[src/tcms_pkg.sv]
// shared constants for the timer unit clock and mode setup block
package tcms_pkg;
   // ==========================================================
   // register addresses (word index on the plain port)
   localparam logic [3:0]  ADDR_RESET_CTRL  = 4'h0;
   localparam logic [3:0]  ADDR_CLOCK_EN    = 4'h1;
   localparam logic [3:0]  ADDR_PRESCALER   = 4'h2;
   localparam logic [3:0]  ADDR_CH0_MODE    = 4'h3;
   localparam logic [3:0]  ADDR_CH0_STATUS  = 4'h4;
   localparam logic [3:0]  ADDR_CH0_TRIGGER = 4'h5;
   localparam int          ADDR_W           = 4;
   localparam int          DATA_W           = 16;
   // ==========================================================
   // reset values
   localparam logic [7:0]  RESET_CTRL_RST   = 8'h01;
   localparam logic [7:0]  CLOCK_EN_RST     = 8'h00;
   localparam logic [15:0] PRESCALER_RST    = 16'h0000;
   localparam logic [15:0] CH0_MODE_RST     = 16'h0000;
   // ==========================================================
   // field positions
   localparam int          UNIT_BIT         = 0;
   localparam int          PRS_FIRST_LSB    = 0;
   localparam int          PRS_SECOND_LSB   = 4;
   localparam int          PRS_THIRD_LSB    = 8;
   localparam int          PRS_FOURTH_LSB   = 12;
   localparam int          PRS_W            = 4;
   localparam int          CLK_PICK_LSB     = 14;
   localparam int          COUNT_SRC_BIT    = 12;
   localparam int          WIDTH8_BIT       = 11;
   localparam int          TRIG_LSB         = 8;
   localparam int          EDGE_LSB         = 6;
   localparam int          MODE_LSB         = 0;
   // writable bits of the channel mode register; others read zero
   localparam logic [15:0] CH0_MODE_MASK    = 16'hDFCF;
   // prescaler fields: bits 15,14,11,10 read zero
   localparam logic [15:0] PRESCALER_MASK   = 16'h33FF;
   // ==========================================================
   // enumerations
   typedef enum logic [1:0] {
      CLK_PICK_FIRST  = 2'h0,
      CLK_PICK_THIRD  = 2'h1,
      CLK_PICK_SECOND = 2'h2,
      CLK_PICK_FOURTH = 2'h3
   } tcms_clk_pick_t;
   typedef enum logic [1:0] {
      EDGE_FALL = 2'h0,
      EDGE_RISE = 2'h1,
      EDGE_BOTH_LOW = 2'h2,
      EDGE_BOTH_HIGH = 2'h3
   } tcms_edge_t;
   typedef enum logic [2:0] {
      OPM_INTERVAL,
      OPM_CAPTURE,
      OPM_EVENT,
      OPM_ONE_COUNT,
      OPM_CAPTURE_ONE,
      OPM_PROHIBITED
   } tcms_opmode_t;
endpackage

[src/tcms_edge_detect.sv]
// synchronised timer input pin with valid-edge pulse
`timescale 1ns/10ps
`default_nettype none
module tcms_edge_detect (
   input  wire logic            i_clk,
   input  wire logic            i_nrst,
   input  wire logic            i_ce,
   input  wire logic            i_pin,
   input  wire logic [1:0]      i_edge_sel,
   output logic                 o_level,
   output logic                 o_edge
);
   logic [2:0] sync_reg;
   logic [2:0] sync_next;
   logic       rise;
   logic       fall;

   // ==========================================================
   // two flops for metastability, third for edge history
   always_comb begin
      sync_next = {sync_reg[1:0], i_pin};
   end

   always_ff @(posedge i_clk or negedge i_nrst) begin
      if (!i_nrst) begin
         sync_reg <= 3'h0;
      end else if (i_ce) begin
         sync_reg <= sync_next;
      end
   end

   // only stages 1 and 2 are looked at, never stage 0
   assign rise    = sync_reg[1] && !sync_reg[2];
   assign fall    = !sync_reg[1] && sync_reg[2];
   assign o_level = sync_reg[1];
   assign o_edge  = i_ce && ((i_edge_sel == 2'h0) ? fall :
                             (i_edge_sel == 2'h1) ? rise : (rise || fall));
endmodule
`default_nettype wire

[src/tcms_prescaler.sv]
// free-running divider giving one-cycle ticks at fclk / 2^n
`timescale 1ns/10ps
`default_nettype none
module tcms_prescaler #(
   parameter int DIV_W = 15
) (
   input  wire logic            i_clk,
   input  wire logic            i_nrst,
   input  wire logic            i_ce,
   input  wire logic            i_unit_rst,
   input  wire logic [3:0]      i_sel,
   output logic                 o_tick
);
   logic [DIV_W-1:0] cnt_reg;
   logic [DIV_W-1:0] cnt_next;
   logic [DIV_W-1:0] low_mask;

   // ==========================================================
   // divider: tick when the low sel bits are all ones
   always_comb begin
      cnt_next = cnt_reg + 1'b1;
      if (i_unit_rst) begin
         cnt_next = '0;
      end
      low_mask = DIV_W'((32'h1 << i_sel) - 32'h1);
   end

   always_ff @(posedge i_clk or negedge i_nrst) begin
      if (!i_nrst) begin
         cnt_reg <= '0;
      end else if (i_ce) begin
         cnt_reg <= cnt_next;
      end
   end

   // sel 0 ticks every cycle, sel 15 every 32768 cycles
   assign o_tick = !i_unit_rst && ((cnt_reg & low_mask) == low_mask);
endmodule
`default_nettype wire

[src/tcms_top.sv]
// timer unit reset, clock gating, prescaler and channel 0 mode setup
// ==========================================================
// What this block does
// reset bit 1 holds timer unit reset
// enable bit 1 supplies unit clock
// prescaler low nibble divides by 2^n
// mode bits 15:14 pick operation clock
// bit 12 selects prescaled clock or pin
// bit 11 selects 16-bit or 8-bit
// trigger, edge and mode fields stored
// mode field decodes five modes, prohibited rest
// trigger 000 allows only software start
// software releases reset and clock first
`timescale 1ns/10ps
`default_nettype none
module tcms_top
   import tcms_pkg::*;
(
   input  wire logic                   I_CLOCK,
   input  wire logic                   I_NRST,
   input  wire logic                   I_CE,
   input  wire logic [tcms_pkg::ADDR_W-1:0] I_ADDR,
   input  wire logic [tcms_pkg::DATA_W-1:0] I_WDATA,
   input  wire logic                   I_WR,
   input  wire logic                   I_RD,
   input  wire logic                   I_TIMER_IN,
   output logic [tcms_pkg::DATA_W-1:0] O_RDATA,
   output logic                        O_UNIT_IN_RESET,
   output logic                        O_UNIT_CLOCKED,
   output logic                        O_COUNT_TICK,
   output logic                        O_COUNT_UP,
   output logic                        O_WIDTH_8BIT,
   output logic [2:0]                  O_OP_MODE,
   output logic                        O_MODE_PROHIBITED,
   output logic                        O_START
);
   import tcms_pkg::*;

   logic [7:0]        rst_ctrl_reg;
   logic [7:0]        rst_ctrl_next;
   logic [7:0]        clk_en_reg;
   logic [7:0]        clk_en_next;
   logic [15:0]       prs_reg;
   logic [15:0]       prs_next;
   logic [15:0]       mode_reg;
   logic [15:0]       mode_next;
   logic [15:0]       rdata_reg;
   logic [15:0]       rdata_next;
   logic              start_reg;
   logic              start_next;
   logic [3:0]        ticks;
   logic              unit_rst;
   logic              unit_ce;
   logic              regs_open;
   logic              pin_level;
   logic              pin_edge;
   logic              op_tick;
   logic              sw_trig;
   logic              hw_trig;
   tcms_clk_pick_t    clk_pick;
   tcms_opmode_t      opmode;

   // ==========================================================
   // unit reset and clock gate
   assign unit_rst  = rst_ctrl_reg[UNIT_BIT];
   assign unit_ce   = I_CE && clk_en_reg[UNIT_BIT];
   // unit registers only take writes while clocked and out of reset
   assign regs_open = clk_en_reg[UNIT_BIT] && !unit_rst;

   // ==========================================================
   // four prescaled clocks, one divider per selector nibble
   genvar g;
   generate
      for (g = 0; g < 4; g++) begin : g_prs
         tcms_prescaler #(
            .DIV_W (15)
         ) u_prs (
            .i_clk      (I_CLOCK),
            .i_nrst     (I_NRST),
            .i_ce       (unit_ce),
            .i_unit_rst (unit_rst),
            .i_sel      (prs_reg[g*PRS_W +: PRS_W]),
            .o_tick     (ticks[g])
         );
      end
   endgenerate

   // ==========================================================
   // timer input pin, synchronised before use
   tcms_edge_detect u_edge (
      .i_clk      (I_CLOCK),
      .i_nrst     (I_NRST),
      .i_ce       (unit_ce),
      .i_pin      (I_TIMER_IN),
      .i_edge_sel (mode_reg[EDGE_LSB +: 2]),
      .o_level    (pin_level),
      .o_edge     (pin_edge)
   );

   // ==========================================================
   // channel clock pick: note codes 01 and 10 are crossed
   always_comb begin
      clk_pick = tcms_clk_pick_t'(mode_reg[CLK_PICK_LSB +: 2]);
      case (clk_pick)
         CLK_PICK_FIRST:  op_tick = ticks[0];
         CLK_PICK_THIRD:  op_tick = ticks[2];
         CLK_PICK_SECOND: op_tick = ticks[1];
         default:         op_tick = ticks[3];
      endcase
   end

   // count clock: prescaled tick or pin valid edge
   assign O_COUNT_TICK = !unit_rst && unit_ce &&
                         (mode_reg[COUNT_SRC_BIT] ? pin_edge : op_tick);
   assign O_WIDTH_8BIT = mode_reg[WIDTH8_BIT];

   // ==========================================================
   // operation mode decode; low bit is an option for interval, capture and one-count, prohibited for event and capture+one
   always_comb begin
      case (mode_reg[MODE_LSB +: 4])
         4'h0, 4'h1: opmode = OPM_INTERVAL;
         4'h4, 4'h5: opmode = OPM_CAPTURE;
         4'h6:       opmode = OPM_EVENT;
         4'h8, 4'h9: opmode = OPM_ONE_COUNT;
         4'hC:       opmode = OPM_CAPTURE_ONE;
         default:    opmode = OPM_PROHIBITED;
      endcase
   end

   assign O_OP_MODE         = opmode;
   assign O_MODE_PROHIBITED = (opmode == OPM_PROHIBITED);
   // capture modes count up, the rest count down
   assign O_COUNT_UP        = (opmode == OPM_CAPTURE) || (opmode == OPM_CAPTURE_ONE);

   // ==========================================================
   // start trigger: software always; pin edges only for codes 001/010
   assign sw_trig = I_WR && (I_ADDR == ADDR_CH0_TRIGGER) && I_WDATA[0] && regs_open;
   always_comb begin
      case (mode_reg[TRIG_LSB +: 3])
         3'h0:    hw_trig = 1'b0;
         3'h1:    hw_trig = pin_edge;
         3'h2:    hw_trig = pin_edge;
         default: hw_trig = 1'b0; // master interrupt not in this block
      endcase
   end

   // ==========================================================
   // register writes; the unit's own registers clear under unit reset
   always_comb begin
      rst_ctrl_next = rst_ctrl_reg;
      clk_en_next   = clk_en_reg;
      prs_next      = prs_reg;
      mode_next     = mode_reg;
      start_next    = 1'b0;
      if (I_WR && (I_ADDR == ADDR_RESET_CTRL)) begin
         rst_ctrl_next = {7'h00, I_WDATA[UNIT_BIT]};
      end else if (I_WR && (I_ADDR == ADDR_CLOCK_EN)) begin
         clk_en_next = {7'h00, I_WDATA[UNIT_BIT]};
      end else if (I_WR && (I_ADDR == ADDR_PRESCALER) && regs_open) begin
         prs_next = I_WDATA & PRESCALER_MASK;
      end else if (I_WR && (I_ADDR == ADDR_CH0_MODE) && regs_open) begin
         mode_next = I_WDATA & CH0_MODE_MASK;
      end
      if (!unit_rst) begin
         start_next = sw_trig || hw_trig;
      end
      if (unit_rst) begin
         prs_next  = PRESCALER_RST;
         mode_next = CH0_MODE_RST;
      end
   end

   always_ff @(posedge I_CLOCK or negedge I_NRST) begin
      if (!I_NRST) begin
         rst_ctrl_reg <= RESET_CTRL_RST;
         clk_en_reg   <= CLOCK_EN_RST;
         prs_reg      <= PRESCALER_RST;
         mode_reg     <= CH0_MODE_RST;
         start_reg    <= 1'b0;
      end else if (I_CE) begin
         rst_ctrl_reg <= rst_ctrl_next;
         clk_en_reg   <= clk_en_next;
         prs_reg      <= prs_next;
         mode_reg     <= mode_next;
         start_reg    <= start_next;
      end
   end

   // ==========================================================
   // read port: data valid the cycle after the strobe
   always_comb begin
      rdata_next = 16'h0000;
      if (I_RD) begin
         if (I_ADDR == ADDR_RESET_CTRL) begin
            rdata_next = {8'h00, rst_ctrl_reg};
         end else if (I_ADDR == ADDR_CLOCK_EN) begin
            rdata_next = {8'h00, clk_en_reg};
         end else if (I_ADDR == ADDR_PRESCALER) begin
            rdata_next = prs_reg;
         end else if (I_ADDR == ADDR_CH0_MODE) begin
            rdata_next = mode_reg;
         end else if (I_ADDR == ADDR_CH0_STATUS) begin
            rdata_next = {11'h000, pin_level, O_MODE_PROHIBITED, opmode};
         end else begin
            rdata_next = 16'h0000; // unmapped reads zero
         end
      end
   end

   always_ff @(posedge I_CLOCK or negedge I_NRST) begin
      if (!I_NRST) begin
         rdata_reg <= 16'h0000;
      end else if (I_CE) begin
         rdata_reg <= rdata_next;
      end
   end

   assign O_RDATA         = rdata_reg;
   assign O_UNIT_IN_RESET = unit_rst;
   assign O_UNIT_CLOCKED  = clk_en_reg[UNIT_BIT];
   assign O_START         = start_reg;
endmodule
`default_nettype wire

[config.mk]
export PLATFORM = sky130hd
export DESIGN_NAME = tcms_top
export DESIGN_NICKNAME = d
export VERILOG_FILES = /design/src/tcms_pkg.sv /design/src/tcms_edge_detect.sv /design/src/tcms_prescaler.sv /design/src/tcms_top.sv
export SDC_FILE = /design/constraint.sdc
export NUM_CORES = 1
export LEC_CHECK = 0
export ABC_AREA = 1
export BUFFER_PORTS_ARGS = -buffer_cell sky130_fd_sc_hd__buf_2
export CAP_MARGIN = 10
export CORE_ASPECT_RATIO = 1.2
export CORE_UTILIZATION = 55
export DETAILED_ROUTE_END_ITERATION = 12
export GPL_ROUTABILITY_DRIVEN = 1
export GPL_TIMING_DRIVEN = 0
export HOLD_SLACK_MARGIN = 0.12
export PLACE_DENSITY = 0.77
export SKIP_CTS_REPAIR_TIMING = 1
export SYNTH_ARGS = -nofsm -noshare
export SYNTH_HDL_FRONTEND = slang
export SYNTH_SLANG_ARGS = --single-unit
[constraint.sdc]
create_clock -name I_CLOCK -period 2.4 [get_ports I_CLOCK]
set_clock_uncertainty 0.2 [all_clocks]
set_input_delay 0.12 -clock I_CLOCK [delete_from_list [all_inputs] [get_ports I_CLOCK]]
set_output_delay 0.12 -clock I_CLOCK [all_outputs]
set_load 0.02 [all_outputs]
==> key figures, run 1 <==
Floorplan
  – DIE AREA: 9490 µm²
  – Row cnt: 37
  – Die W: 89.1 µm
  – Initial Util: 0.575
  – Io pins: 52
  – Core area: 8700 µm²
  – Die Span Y: 107 µm

Critical path
  – Worst path bufs/invs: 1
  – Cells along the critical path: nor2_4, nand3_1, ha_4, or2_4, nand3_1, nor2_1, nand3_1, nor2_1, nand2_1, nand3_2, nand2_2, a21oi_2, buf_4
  – Worst Setup End Kind: primary output
  – Slowest stage cell, crit path: dfrtp_2
  – WP data arrival: 2420 ps
  – Crit Path Max Fanout: 6
  – Setup Crit Path Kind: register to primary output
  – Most common cell type on the critical path: nand3_1
  – Crit path largest cell delay: 490 ps
  – Worst EP required: 2080 ps
  – CP startpoint kind: register
  – Kind of cell adding the most delay to the critical path: simple AND/OR/NAND/NOR gates

Timing
  – Max_slew headroom: 0.626
  – Final hold viol count: 0
  – Max Fclk: 0.365 GHz
  – Setup-failing EPs final: 1
  – Fin. max-slew vios: 0
  – Worst-Margin Slew: 562 ps
  – Final Critical Period: 2740 ps
  – Tcrit/Tclk final: 1.14
  – RSZ-0062 raised after global routing: yes
  – Hold Slack: 73.2 ps
  – Setup TNS Final: -343 ps
  – Setup ws final: -343 ps

Logic synthesis
  – Number of synthesized flops with an enable pin: 0
  – Largest area contributor in the netlist: dfrtp_1
  – Top cell type's share of synthesized area: 0.410
  – Largest family of logic cells by synthesized area: simple AND/OR/NAND/NOR gates
  – Syn avg cell area: 8.01 µm²
  – Main synth FF type: dfrtp_1
  – Post-Synth Simple-Gate Area: 0.269
  – Syn Nets: 659
  – Post-synthesis xor/xnor area fraction: 0.0105
  – Netlist cell types: 49
  – Sequential share of the synthesized area: 0.415
  – Ys async rst share: 1.00
  – Synth Area in Adders: 0.0200
  – Yosys warnings: 0
  – Post-synthesis compound-gate area fraction: 0.188
  – Count leader, synth: nand2_1
  – Post-synthesis mux area share: 0
  – Yosys reg bits: 83
  – Cell area after synthesis: 5010 µm²
  – Synth Instances: 625
  – Ranking of synthesized cells by area: dfrtp_1 41%, nand2_1 9.6%, inv_1 5.6%, nand3_1 5.1%, o21ai_0 4.4%
  – Most frequent cells after synthesis: 128 x nand2_1, 82 x dfrtp_1, 75 x inv_1, 51 x nand3_1, 44 x o21ai_0

Clocking
  – H-tree depth: 3
  – Worst-path clk slew: 90 ps
  – CTS tree: yes
  – Worst-skew pair later-pin latency: 380 ps
  – CTS root buf: clkbuf_8
  – Sink Count: 83
  – Num CTS Buffers: 9
  – Clock buffer depth: 2

Drt
  – Wirelength per Cell: 16.7 µm
  – Remaining antenna violation count: 0
  – Number of DRC markers in iteration 0: 328
  – Drc violations: 0
  – Drt pass-1 iters: 7
  – DR vias/cell: 5.78
  – Routed WL: 14.1 mm
  – Vias: 4880

Pwr
  – Max VDD drop: 0.000897 V
  – Leakage: 2.88 nW
  – P per Cell Area: 1080 nW/µm²
  – Power Total: 6.58 mW

Final layout
  – Layout Cells excl Fill: 844
  – Nets: 756
  – Largest register FFs: 36
  – Area growth, synth to finish: 21.9%
  – FILL cells: 713
  – Register area: 2080 µm²
  – Layout cell share with drive strength beyond 1: 0.256
  – Multi-input combinational cell area: 2510 µm²
  – Ant diodes: 0

Placement
  – Final RePlAce weighted congestion: 0.944
  – Post-Place Cells: 794
  – Worst slack, placed: -239 ps
  – Final HPWL DP: 9.96 mm
  – Port Buffers: 51

Global route
  – Vias in the first global route: 4511
  – Antenna violations before repair: 0
  – Pin count of the biggest net entering global routing: 44
  – Gr usage total: 0.301
  – Grt ovf: 0
  – First-pass GRT wire length: 21.6 mm

Job
  – # Max-Cap Violations: 0

Min path
  – HP Class: input port to asynchronous set/reset pin

Status
  – Failing checks: setup timing
  – Status: finished, violations left
worst paths after layout:
| kind | cells after the start | start | to | slack, ps |
|---|---|---|---|---|
| min in group I_CLOCK | 7 | I_ADDR[3] | O_RDATA[0]$_DFFE_PN0P_ | 90 |
| min reg2reg | 2 | O_RDATA[3]$_DFFE_PN0P_ | O_RDATA[3]$_DFFE_PN0P_ | 300 |
| max in group asynchronous | 3 | I_NRST | prs_reg[6]$_DFFE_PN0P_ | 1300 |
| max | 13 | prs_reg[6]$_DFFE_PN0P_ | O_COUNT_TICK | -340 |
| min | 2 | I_NRST | g_prs[0].u_prs.cnt_reg[12]$_DFFE_PN0P_ | 70 |
| max reg2reg | 10 | g_prs[0].u_prs.cnt_reg[1]$_DFFE_PN0P_ | g_prs[0].u_prs.cnt_reg[14]$_DFFE_PN0P_ | 230 |
cell type report:
type / count / area share
multi-input cells: 431 / 0.412
repair buffers: 86 / 0.0988
flip-flops and latches: 83 / 0.341
clock buffers: 9 / 0.0203
inverters: 88 / 0.0574
clock inverters: 7 / 0.0203
plain buffers: 23 / 0.0266
well taps: 117 / 0.0240
through the flow:
step	utilization	cell area [µm²]
2_1_floorplan	-	5010
6_report	0.701	6100
3_5_place_dp	0.624	5430
5_1_grt	0.701	6100
3_3_place_gp	0.622	5410
4_1_cts	0.653	5680
layer usage:
layer / share of wire / track usage
met1: 0.39 / 0.377
met5: 0 / 0
met2: 0.52 / 0.501
met4: 0.033 / 0.128
met3: 0.055 / 0.0567
layout by cell type (no fill, tap or decap), types with 3 or more instances in the layout:
cell           count
o32ai_1            5
o211ai_1           4
nand2_2           11
nor2_2             6
nand3_1           49
dfrtp_1           80
ha_1               7
nor2_4            14
nand2_1          125
a32o_1             6
o21ai_2           19
clkbuf_1           7
o21ai_0           44
o22ai_1           11
nand2_4            3
nor2_1            31
buf_6              4
nor3_1             4
nand4_1            5
inv_6              3
inv_1             71
buf_4             12
inv_2             11
clkbuf_8           9
xnor2_1            4
inv_4              4
a22o_1             7
a21oi_1           26
nand3_2           16
bufinv_16          3
buf_2             55
o21ai_1           13
dlygate4sd3_1     27
worst register-to-register path, cell delays in order, from the launching register on:
cell	delay, ps
dfrtp_1	420
ha_1	220
nand3_1	140
nor2_2	160
nand2_1	70
nor2_1	140
nand2_1	130
nor2_2	150
nand3_1	130
xor2_1	220
o22ai_2	90
where the power goes:
part / internal, mW / total, mW / leakage [nW] / switching [mW]
Clock: 0.701 / 1.28 / 0.120 / 0.582
Sequential: 1.86 / 2.35 / 1.08 / 0.485
Combinational: 1.13 / 2.95 / 1.68 / 1.82
Total: 3.69 / 6.58 / 2.88 / 2.89
kinds of logic after synthesis:
| kind of cell | count (synthesis) |
|---|---|
| buf+inv | 111 |
| xor+xnor | 6 |
| flops | 83 |
| compound gates | 147 |
| simple gates | 270 |
| fa+ha+maj | 8 |
(Power assumes the default switching activity.)
==> inputs of run 2 (changes only) <==
--- a/config.mk
+++ b/config.mk
@@ -8,13 +8,13 @@
 export ABC_AREA = 1
 export BUFFER_PORTS_ARGS = -buffer_cell sky130_fd_sc_hd__buf_2
 export CAP_MARGIN = 10
-export CORE_ASPECT_RATIO = 1.2
-export CORE_UTILIZATION = 55
+export CORE_ASPECT_RATIO = 1.4
+export CORE_UTILIZATION = 40
 export DETAILED_ROUTE_END_ITERATION = 12
 export GPL_ROUTABILITY_DRIVEN = 1
 export GPL_TIMING_DRIVEN = 0
 export HOLD_SLACK_MARGIN = 0.12
-export PLACE_DENSITY = 0.77
+export PLACE_DENSITY = 0.6
 export SKIP_CTS_REPAIR_TIMING = 1
 export SYNTH_ARGS = -nofsm -noshare
 export SYNTH_HDL_FRONTEND = slang
==> key figures, run 2 (same netlist as run 1, synthesis figures left out) <==
Status
  – Status: finished, violations left (unchanged)
  – Failing checks: setup timing (unchanged)

Critical path
  – RR Endpoint: g_prs[0].u_prs.cnt_reg[14]$_DFFE_PN0P_ (unchanged)
  – Setup Crit Path Kind: register to primary output (unchanged)
  – WP data arrival: 2390 ps (was 2420 ps)
  – Worst Reg-to-Reg Cells: 10 (unchanged)
  – CP startpoint kind: register (unchanged)
  – Worst setup path startpoint: prs_reg[5]$_DFFE_PN0P_ (was prs_reg[6]$_DFFE_PN0P_)
  – R2r startpoint: g_prs[0].u_prs.cnt_reg[1]$_DFFE_PN0P_ (unchanged)
  – Worst EP required: 2080 ps (about the same)
  – R2r setup slk: 330 ps (was 230 ps)
  – Crit Path Max Fanout: 5 (was 6)
  – Worst Setup EP: O_COUNT_TICK (unchanged)
  – Worst Setup End Kind: primary output (unchanged)

Placement
  – Final RePlAce weighted congestion: 0.901 (was 0.944)
  – Final HPWL DP: 10.5 mm (was 9.96 mm)
  – Port Buffers: 51 (unchanged)
  – Placed cell area: 5480 µm² (was 5430 µm²)
  – Post-Place Cells: 827 (was 794)

Drt
  – Wirelength per Cell: 16.1 µm (was 16.7 µm)
  – Number of DRC markers in iteration 0: 230 (was 328)
  – DR vias/cell: 5.30 (was 5.78)
  – Drt pass-1 iters: 5 (was 7)
  – Routed WL: 14.2 mm (was 14.1 mm)
  – Remaining antenna violation count: 0 (unchanged)
  – Drc violations: 0 (unchanged)
  – Vias: 4689 (was 4880)

Timing
  – Max_slew headroom: 0.457 (was 0.626)
  – Worst-Margin Slew: 813 ps (was 562 ps)
  – Tcrit/Tclk final: 1.13 (was 1.14)
  – Max Fclk: 0.369 GHz (was 0.365 GHz)
  – RSZ-0062 raised after global routing: yes (unchanged)
  – Fin. max-slew vios: 0 (unchanged)
  – Final Critical Period: 2710 ps (was 2740 ps)
  – Setup ws final: -312 ps (was -343 ps)
  – Hold Slack: 103 ps (was 73.2 ps)
  – Setup-failing EPs final: 1 (unchanged)
  – Final hold viol count: 0 (unchanged)

Global route
  – Grt ovf: 0 (unchanged)
  – Antenna violations before repair: 0 (unchanged)
  – Pin count of the biggest net entering global routing: 67 (was 44)
  – Gr usage total: 0.225 (was 0.301)
  – Vias in the first global route: 4415 (was 4511)
  – First-pass GRT wire length: 22.1 mm (was 21.6 mm)

Clocking
  – Worst-skew pair later-pin latency: 340 ps (was 380 ps)
  – CTS root buf: clkbuf_16 (was clkbuf_8)
  – Clock buffer depth: 2 (unchanged)
  – Sink Count: 83 (unchanged)
  – Worst-path clk slew: 70 ps (was 90 ps)
  – H-tree depth: 3 (unchanged)
  – Num CTS Buffers: 9 (unchanged)
  – CTS tree: yes (unchanged)

Floorplan
  – DIE AREA: 13000 µm² (was 9490 µm²)
  – Io pins: 52 (unchanged)
  – Core area: 12300 µm² (was 8700 µm²)
  – Row cnt: 48 (was 37)
  – Initial Util: 0.409 (was 0.575)
  – Die Span Y: 134 µm (was 107 µm)
  – Die W: 96.6 µm (was 89.1 µm)

Min path
  – HP Class: input port to asynchronous set/reset pin (unchanged)

Final layout
  – Layout cell share with drive strength beyond 1: 0.264 (was 0.256)
  – Area growth, synth to finish: 24.9% (was 21.9%)
  – Largest register FFs: 36 (unchanged)
  – Layout Cells excl Fill: 885 (was 844)
  – Commonest non-fill, non-tap cell in the layout: nand2_1 (unchanged)
  – Nets: 764 (was 756)
  – Ant diodes: 0 (unchanged)
  – Finished Cell Area: 6260 µm² (was 6100 µm²)
  – Commonest non-fill, non-tap cells in the layout: 126 x nand2_1, 79 x dfrtp_1, 71 x inv_1 (was 125 x nand2_1, 80 x dfrtp_1, 71 x inv_1)

Pwr
  – Max VDD drop: 0.000565 V (was 0.000897 V)
  – Power Total: 6.71 mW (was 6.58 mW)
  – P per Cell Area: 1070 nW/µm² (was 1080 nW/µm²)
  – Leakage: 2.93 nW (was 2.88 nW)

Job
  – # Max-Cap Violations: 0 (unchanged)
run 2: area by class of cell:
cell class	instances	area, µm²
clock buffer	9	225
multi-input combinational	431	2520
clock inverter	7	58.8
inverter	88	350
tap	150	188
buffer	23	163
sequential	83	2080
timing repair buffer	94	674
fill	1196	5990
run 2: how the worst min path moves through the flow:
stage          slack [ps]  depth (start not counted)        from                              to
6_report              100                          3      I_NRST          O_RDATA[7]$_DFFE_PN0P_
3_5_place_dp         -170                          1      I_NRST         O_RDATA[11]$_DFFE_PN0P_
2_1_floorplan        -380                          0      I_NRST          O_RDATA[0]$_DFFE_PN0P_
5_1_grt               150                          3      I_NRST        mode_reg[11]$_DFFE_PN0P_
4_1_cts              -540                          1      I_NRST         O_RDATA[11]$_DFFE_PN0P_
3_3_place_gp          130                          3  I_TIMER_IN  u_edge.sync_reg[0]$_DFFE_PN0P_
run 2: worst max-delay path, stage by stage, from the launching register on:
cell	delay, ps
dfrtp_1	390
buf_6	140
nor2_4	100
inv_2	60
nor2_4	110
inv_2	50
ha_4	250
or2_4	100
nand3_2	50
nor2_1	90
nand3_1	70
nor2_1	100
nand2_1	80
nand3_1	80
nand2_1	70
a21oi_2	170
buf_6	140
run 2: per-layer routing:
layer / vias to the layer above / GRT usage / share of wire
li1: 2306 / - / -
met1: 2229 / 0.276 / 0.40
met2: 122 / 0.388 / 0.52
met3: 32 / 0.0346 / 0.039
met4: 0 / 0.0915 / 0.033
met5: - / 0 / 0
run 2: metrics by stage:
stage / TNS (ps) / util / setup WS [ps]
floorplan: 0 / - / 66.7
global placement: -246 / 0.445 / -246
detailed placement: -219 / 0.447 / -219
CTS: -598 / 0.471 / -598
global route: -439 / 0.511 / -439
finish: -312 / 0.511 / -312
run 2: where the power goes:
| part | switching (mW) | total (mW) | leakage, nW | internal (mW) |
|---|---|---|---|---|
| logic | 1.82 | 3.02 | 1.72 | 1.20 |
| clock network | 0.614 | 1.33 | 0.133 | 0.716 |
| registers | 0.485 | 2.35 | 1.08 | 1.87 |
==> inputs of run 3 (changes only) <==
--- a/config.mk
+++ b/config.mk
@@ -9,12 +9,12 @@
 export BUFFER_PORTS_ARGS = -buffer_cell sky130_fd_sc_hd__buf_2
 export CAP_MARGIN = 10
 export CORE_ASPECT_RATIO = 1.4
-export CORE_UTILIZATION = 40
+export CORE_UTILIZATION = 25
 export DETAILED_ROUTE_END_ITERATION = 12
 export GPL_ROUTABILITY_DRIVEN = 1
 export GPL_TIMING_DRIVEN = 0
 export HOLD_SLACK_MARGIN = 0.12
-export PLACE_DENSITY = 0.6
+export PLACE_DENSITY = 0.42
 export SKIP_CTS_REPAIR_TIMING = 1
 export SYNTH_ARGS = -nofsm -noshare
 export SYNTH_HDL_FRONTEND = slang
==> key figures, run 3 (same netlist as run 1, synthesis figures left out) <==
Global route
  – Antenna violations before repair: 0 (unchanged)
  – Top Usage Layer GRT: met2 (unchanged)
  – Pin count of the biggest net entering global routing: 67 (unchanged)
  – Met3 usage: 0.0195 (was 0.0346)
  – Gr usage total: 0.159 (was 0.225)
  – GR Layer Usage met2: 0.284 (was 0.388)
  – First-pass GRT wire length: 24.8 mm (was 22.1 mm)
  – Grt ovf: 0 (unchanged)
  – Vias in the first global route: 4531 (was 4415)
  – M1 GR Usage: 0.188 (was 0.276)

Floorplan
  – Die Span Y: 169 µm (was 134 µm)
  – Io pins: 52 (unchanged)
  – Die W: 122 µm (was 96.6 µm)
  – DIE AREA: 20600 µm² (was 13000 µm²)
  – Core area: 19400 µm² (was 12300 µm²)
  – Row cnt: 60 (was 48)
  – Initial Util: 0.258 (was 0.409)

Clocking
  – Worst-path clk slew: 70 ps (about the same)
  – CTS tree: yes (unchanged)
  – H-tree depth: 3 (unchanged)
  – Worst-skew pair later-pin latency: 350 ps (was 340 ps)
  – Clock buffer depth: 2 (unchanged)
  – Sink Count: 83 (unchanged)
  – CTS root buf: clkbuf_16 (unchanged)
  – Num CTS Buffers: 9 (unchanged)

Min path
  – HP Class: input port to register (was input port to asynchronous set/reset pin)
  – Worst hold path depth: 8
  – Critical hold path startpoint: I_ADDR[2]
  – Hold EP: O_RDATA[0]$_DFFE_PN0P_

Final layout
  – Area growth, synth to finish: 29.3% (was 24.9%)
  – Nets: 772 (was 764)
  – Largest register FFs: 36 (unchanged)
  – Finished Cell Area: 6480 µm² (was 6260 µm²)
  – Layout cell share with drive strength beyond 1: 0.281 (was 0.264)
  – FILL cells: 2005 (was 1196)
  – Ant diodes: 0 (unchanged)
  – Commonest non-fill, non-tap cells in the layout: 125 x nand2_1, 79 x dfrtp_1, 70 x inv_1 (was 126 x nand2_1, 79 x dfrtp_1, 71 x inv_1)
  – Commonest non-fill, non-tap cell in the layout: nand2_1 (unchanged)
  – Final core utilization: 0.333 (was 0.511)

Critical path
  – RR Endpoint: g_prs[0].u_prs.cnt_reg[14]$_DFFE_PN0P_ (unchanged)
  – Cells along the critical path: nor2_4, nand3_2, ha_4, nor2_4, nor2_2, nand3_1, nor2_1, nand2_1, nor2_2, nand3_2, nand3_2, nand2_2, a21oi_2, buf_4 (was buf_6, nor2_4, inv_2, nor2_4, inv_2, ha_4, or2_4, nand3_2, nor2_1, nand3_1, nor2_1, nand2_1, nand3_1, nand2_1, a21oi_2, buf_6)
  – Worst EP required: 2080 ps (about the same)
  – Setup Crit Path Kind: register to primary output (unchanged)
  – Slowest stage cell, crit path: dfrtp_2 (was dfrtp_1)
  – CP startpoint kind: register (unchanged)
  – Worst Reg-to-Reg Cells: 10 (unchanged)
  – R2r setup slk: 230 ps (was 330 ps)
  – Worst Setup End Kind: primary output (unchanged)
  – Worst setup path startpoint: prs_reg[2]$_DFFE_PN0P_ (was prs_reg[5]$_DFFE_PN0P_)
  – Crit Path Max Fanout: 5 (unchanged)
  – WP data arrival: 2400 ps (was 2390 ps)
  – Most common cell type on the critical path: nand3_2
  – Crit path largest cell delay: 440 ps (was 390 ps)
  – R2r startpoint: g_prs[0].u_prs.cnt_reg[1]$_DFFE_PN0P_ (unchanged)

Timing
  – Final Critical Period: 2720 ps (was 2710 ps)
  – Max Fclk: 0.367 GHz (was 0.369 GHz)
  – Worst-Margin Slew: 862 ps (was 813 ps)
  – Setup-failing EPs final: 1 (unchanged)
  – Final hold viol count: 0 (unchanged)
  – RSZ-0062 raised after global routing: yes (unchanged)
  – Tcrit/Tclk final: 1.13 (about the same)
  – Max_slew headroom: 0.423 (was 0.457)
  – Fin. max-slew vios: 0 (unchanged)
  – Setup ws final: -323 ps (was -312 ps)

Pwr
  – Clock share of power: 0.202 (was 0.198)
  – Combinational fraction of design power: 0.459 (was 0.451)
  – NetSw: 3.08 mW (was 2.92 mW)
  – Leakage: 2.98 nW (was 2.93 nW)
  – Seq pwr share: 0.338 (was 0.351)
  – Cell Int Power: 3.90 mW (was 3.78 mW)
  – Max VDD drop: 0.000337 V (was 0.000565 V)
  – Sw Ratio: 0.441 (was 0.436)
  – P per Cell Area: 1080 nW/µm² (was 1070 nW/µm²)

Placement
  – Final RePlAce weighted congestion: 0.879 (was 0.901)
  – Placed cell area: 5600 µm² (was 5480 µm²)
  – Final HPWL DP: 11.8 mm (was 10.5 mm)
  – Port Buffers: 51 (unchanged)

Drt
  – Drc violations: 0 (unchanged)
  – Vias: 4642 (was 4689)
  – Drt pass-1 iters: 6 (was 5)
  – Wirelength per Cell: 15.9 µm (was 16.1 µm)
  – Routed WL: 15.7 mm (was 14.2 mm)
  – Remaining antenna violation count: 0 (unchanged)
  – Number of DRC markers in iteration 0: 148 (was 230)
  – DR vias/cell: 4.68 (was 5.30)

Status
  – Failing checks: setup timing (unchanged)
  – Status: finished, violations left (unchanged)

Job
  – # Max-Cap Violations: 0 (unchanged)
==> run 3: final cells by class <==
cell class	count	area [µm²]	share of cell area
inverter	88	350	0.0541
multi-input combinational	431	2550	0.393
tap	248	310	0.0479
sequential	83	2080	0.321
clock inverter	7	67.6	0.0104
buffer	23	163	0.0251
timing repair buffer	102	733	0.113
clock buffer	9	225	0.0348
==> run 3: power by group through the flow <==
stage	combinational (mW)	sequential (mW)	clock [mW]
final	3.21	2.36	1.41
after CTS	2.69	2.34	1.44
after global routing	3.60	2.43	1.49
after floorplan	1.97	2.23	0
after global placement	2.64	2.35	0
after detailed placement	2.67	2.35	0
==> run 3: per-layer routing <==
layer | wire length (µm) | up-vias
li1 | - | 2321
met1 | 6470 | 2208
met2 | 8320 | 92
met3 | 475 | 21
met4 | 484 | 0
met5 | 0 | -
==> run 3: how the worst max path moves through the flow <==
stage | end
floorplan | O_COUNT_TICK
global placement | O_COUNT_TICK
detailed placement | O_COUNT_TICK
CTS | O_COUNT_TICK
global route | O_COUNT_TICK
finish | O_COUNT_TICK
==> run 3: worst max-delay path: cells and delay by family, from the launching register on <==
kind	cells	cell delay, ps
buf+inv	1	160
fa+ha+maj	1	290
flops	1	440
compound gates	1	160
simple gates	11	1000
==> run 3: stage by stage <==
stage	setup TNS, ps	hold WS (ps)	std cells	power (mW)	setup slack [ps]
floorplan	0	-376	625	4.20	66.7
global placement	-290	122	924	4.98	-290
detailed placement	-239	-171	925	5.02	-239
CTS	-643	-544	941	6.46	-643
global route	-468	163	991	7.52	-468
finish	-323	113	991	6.98	-323
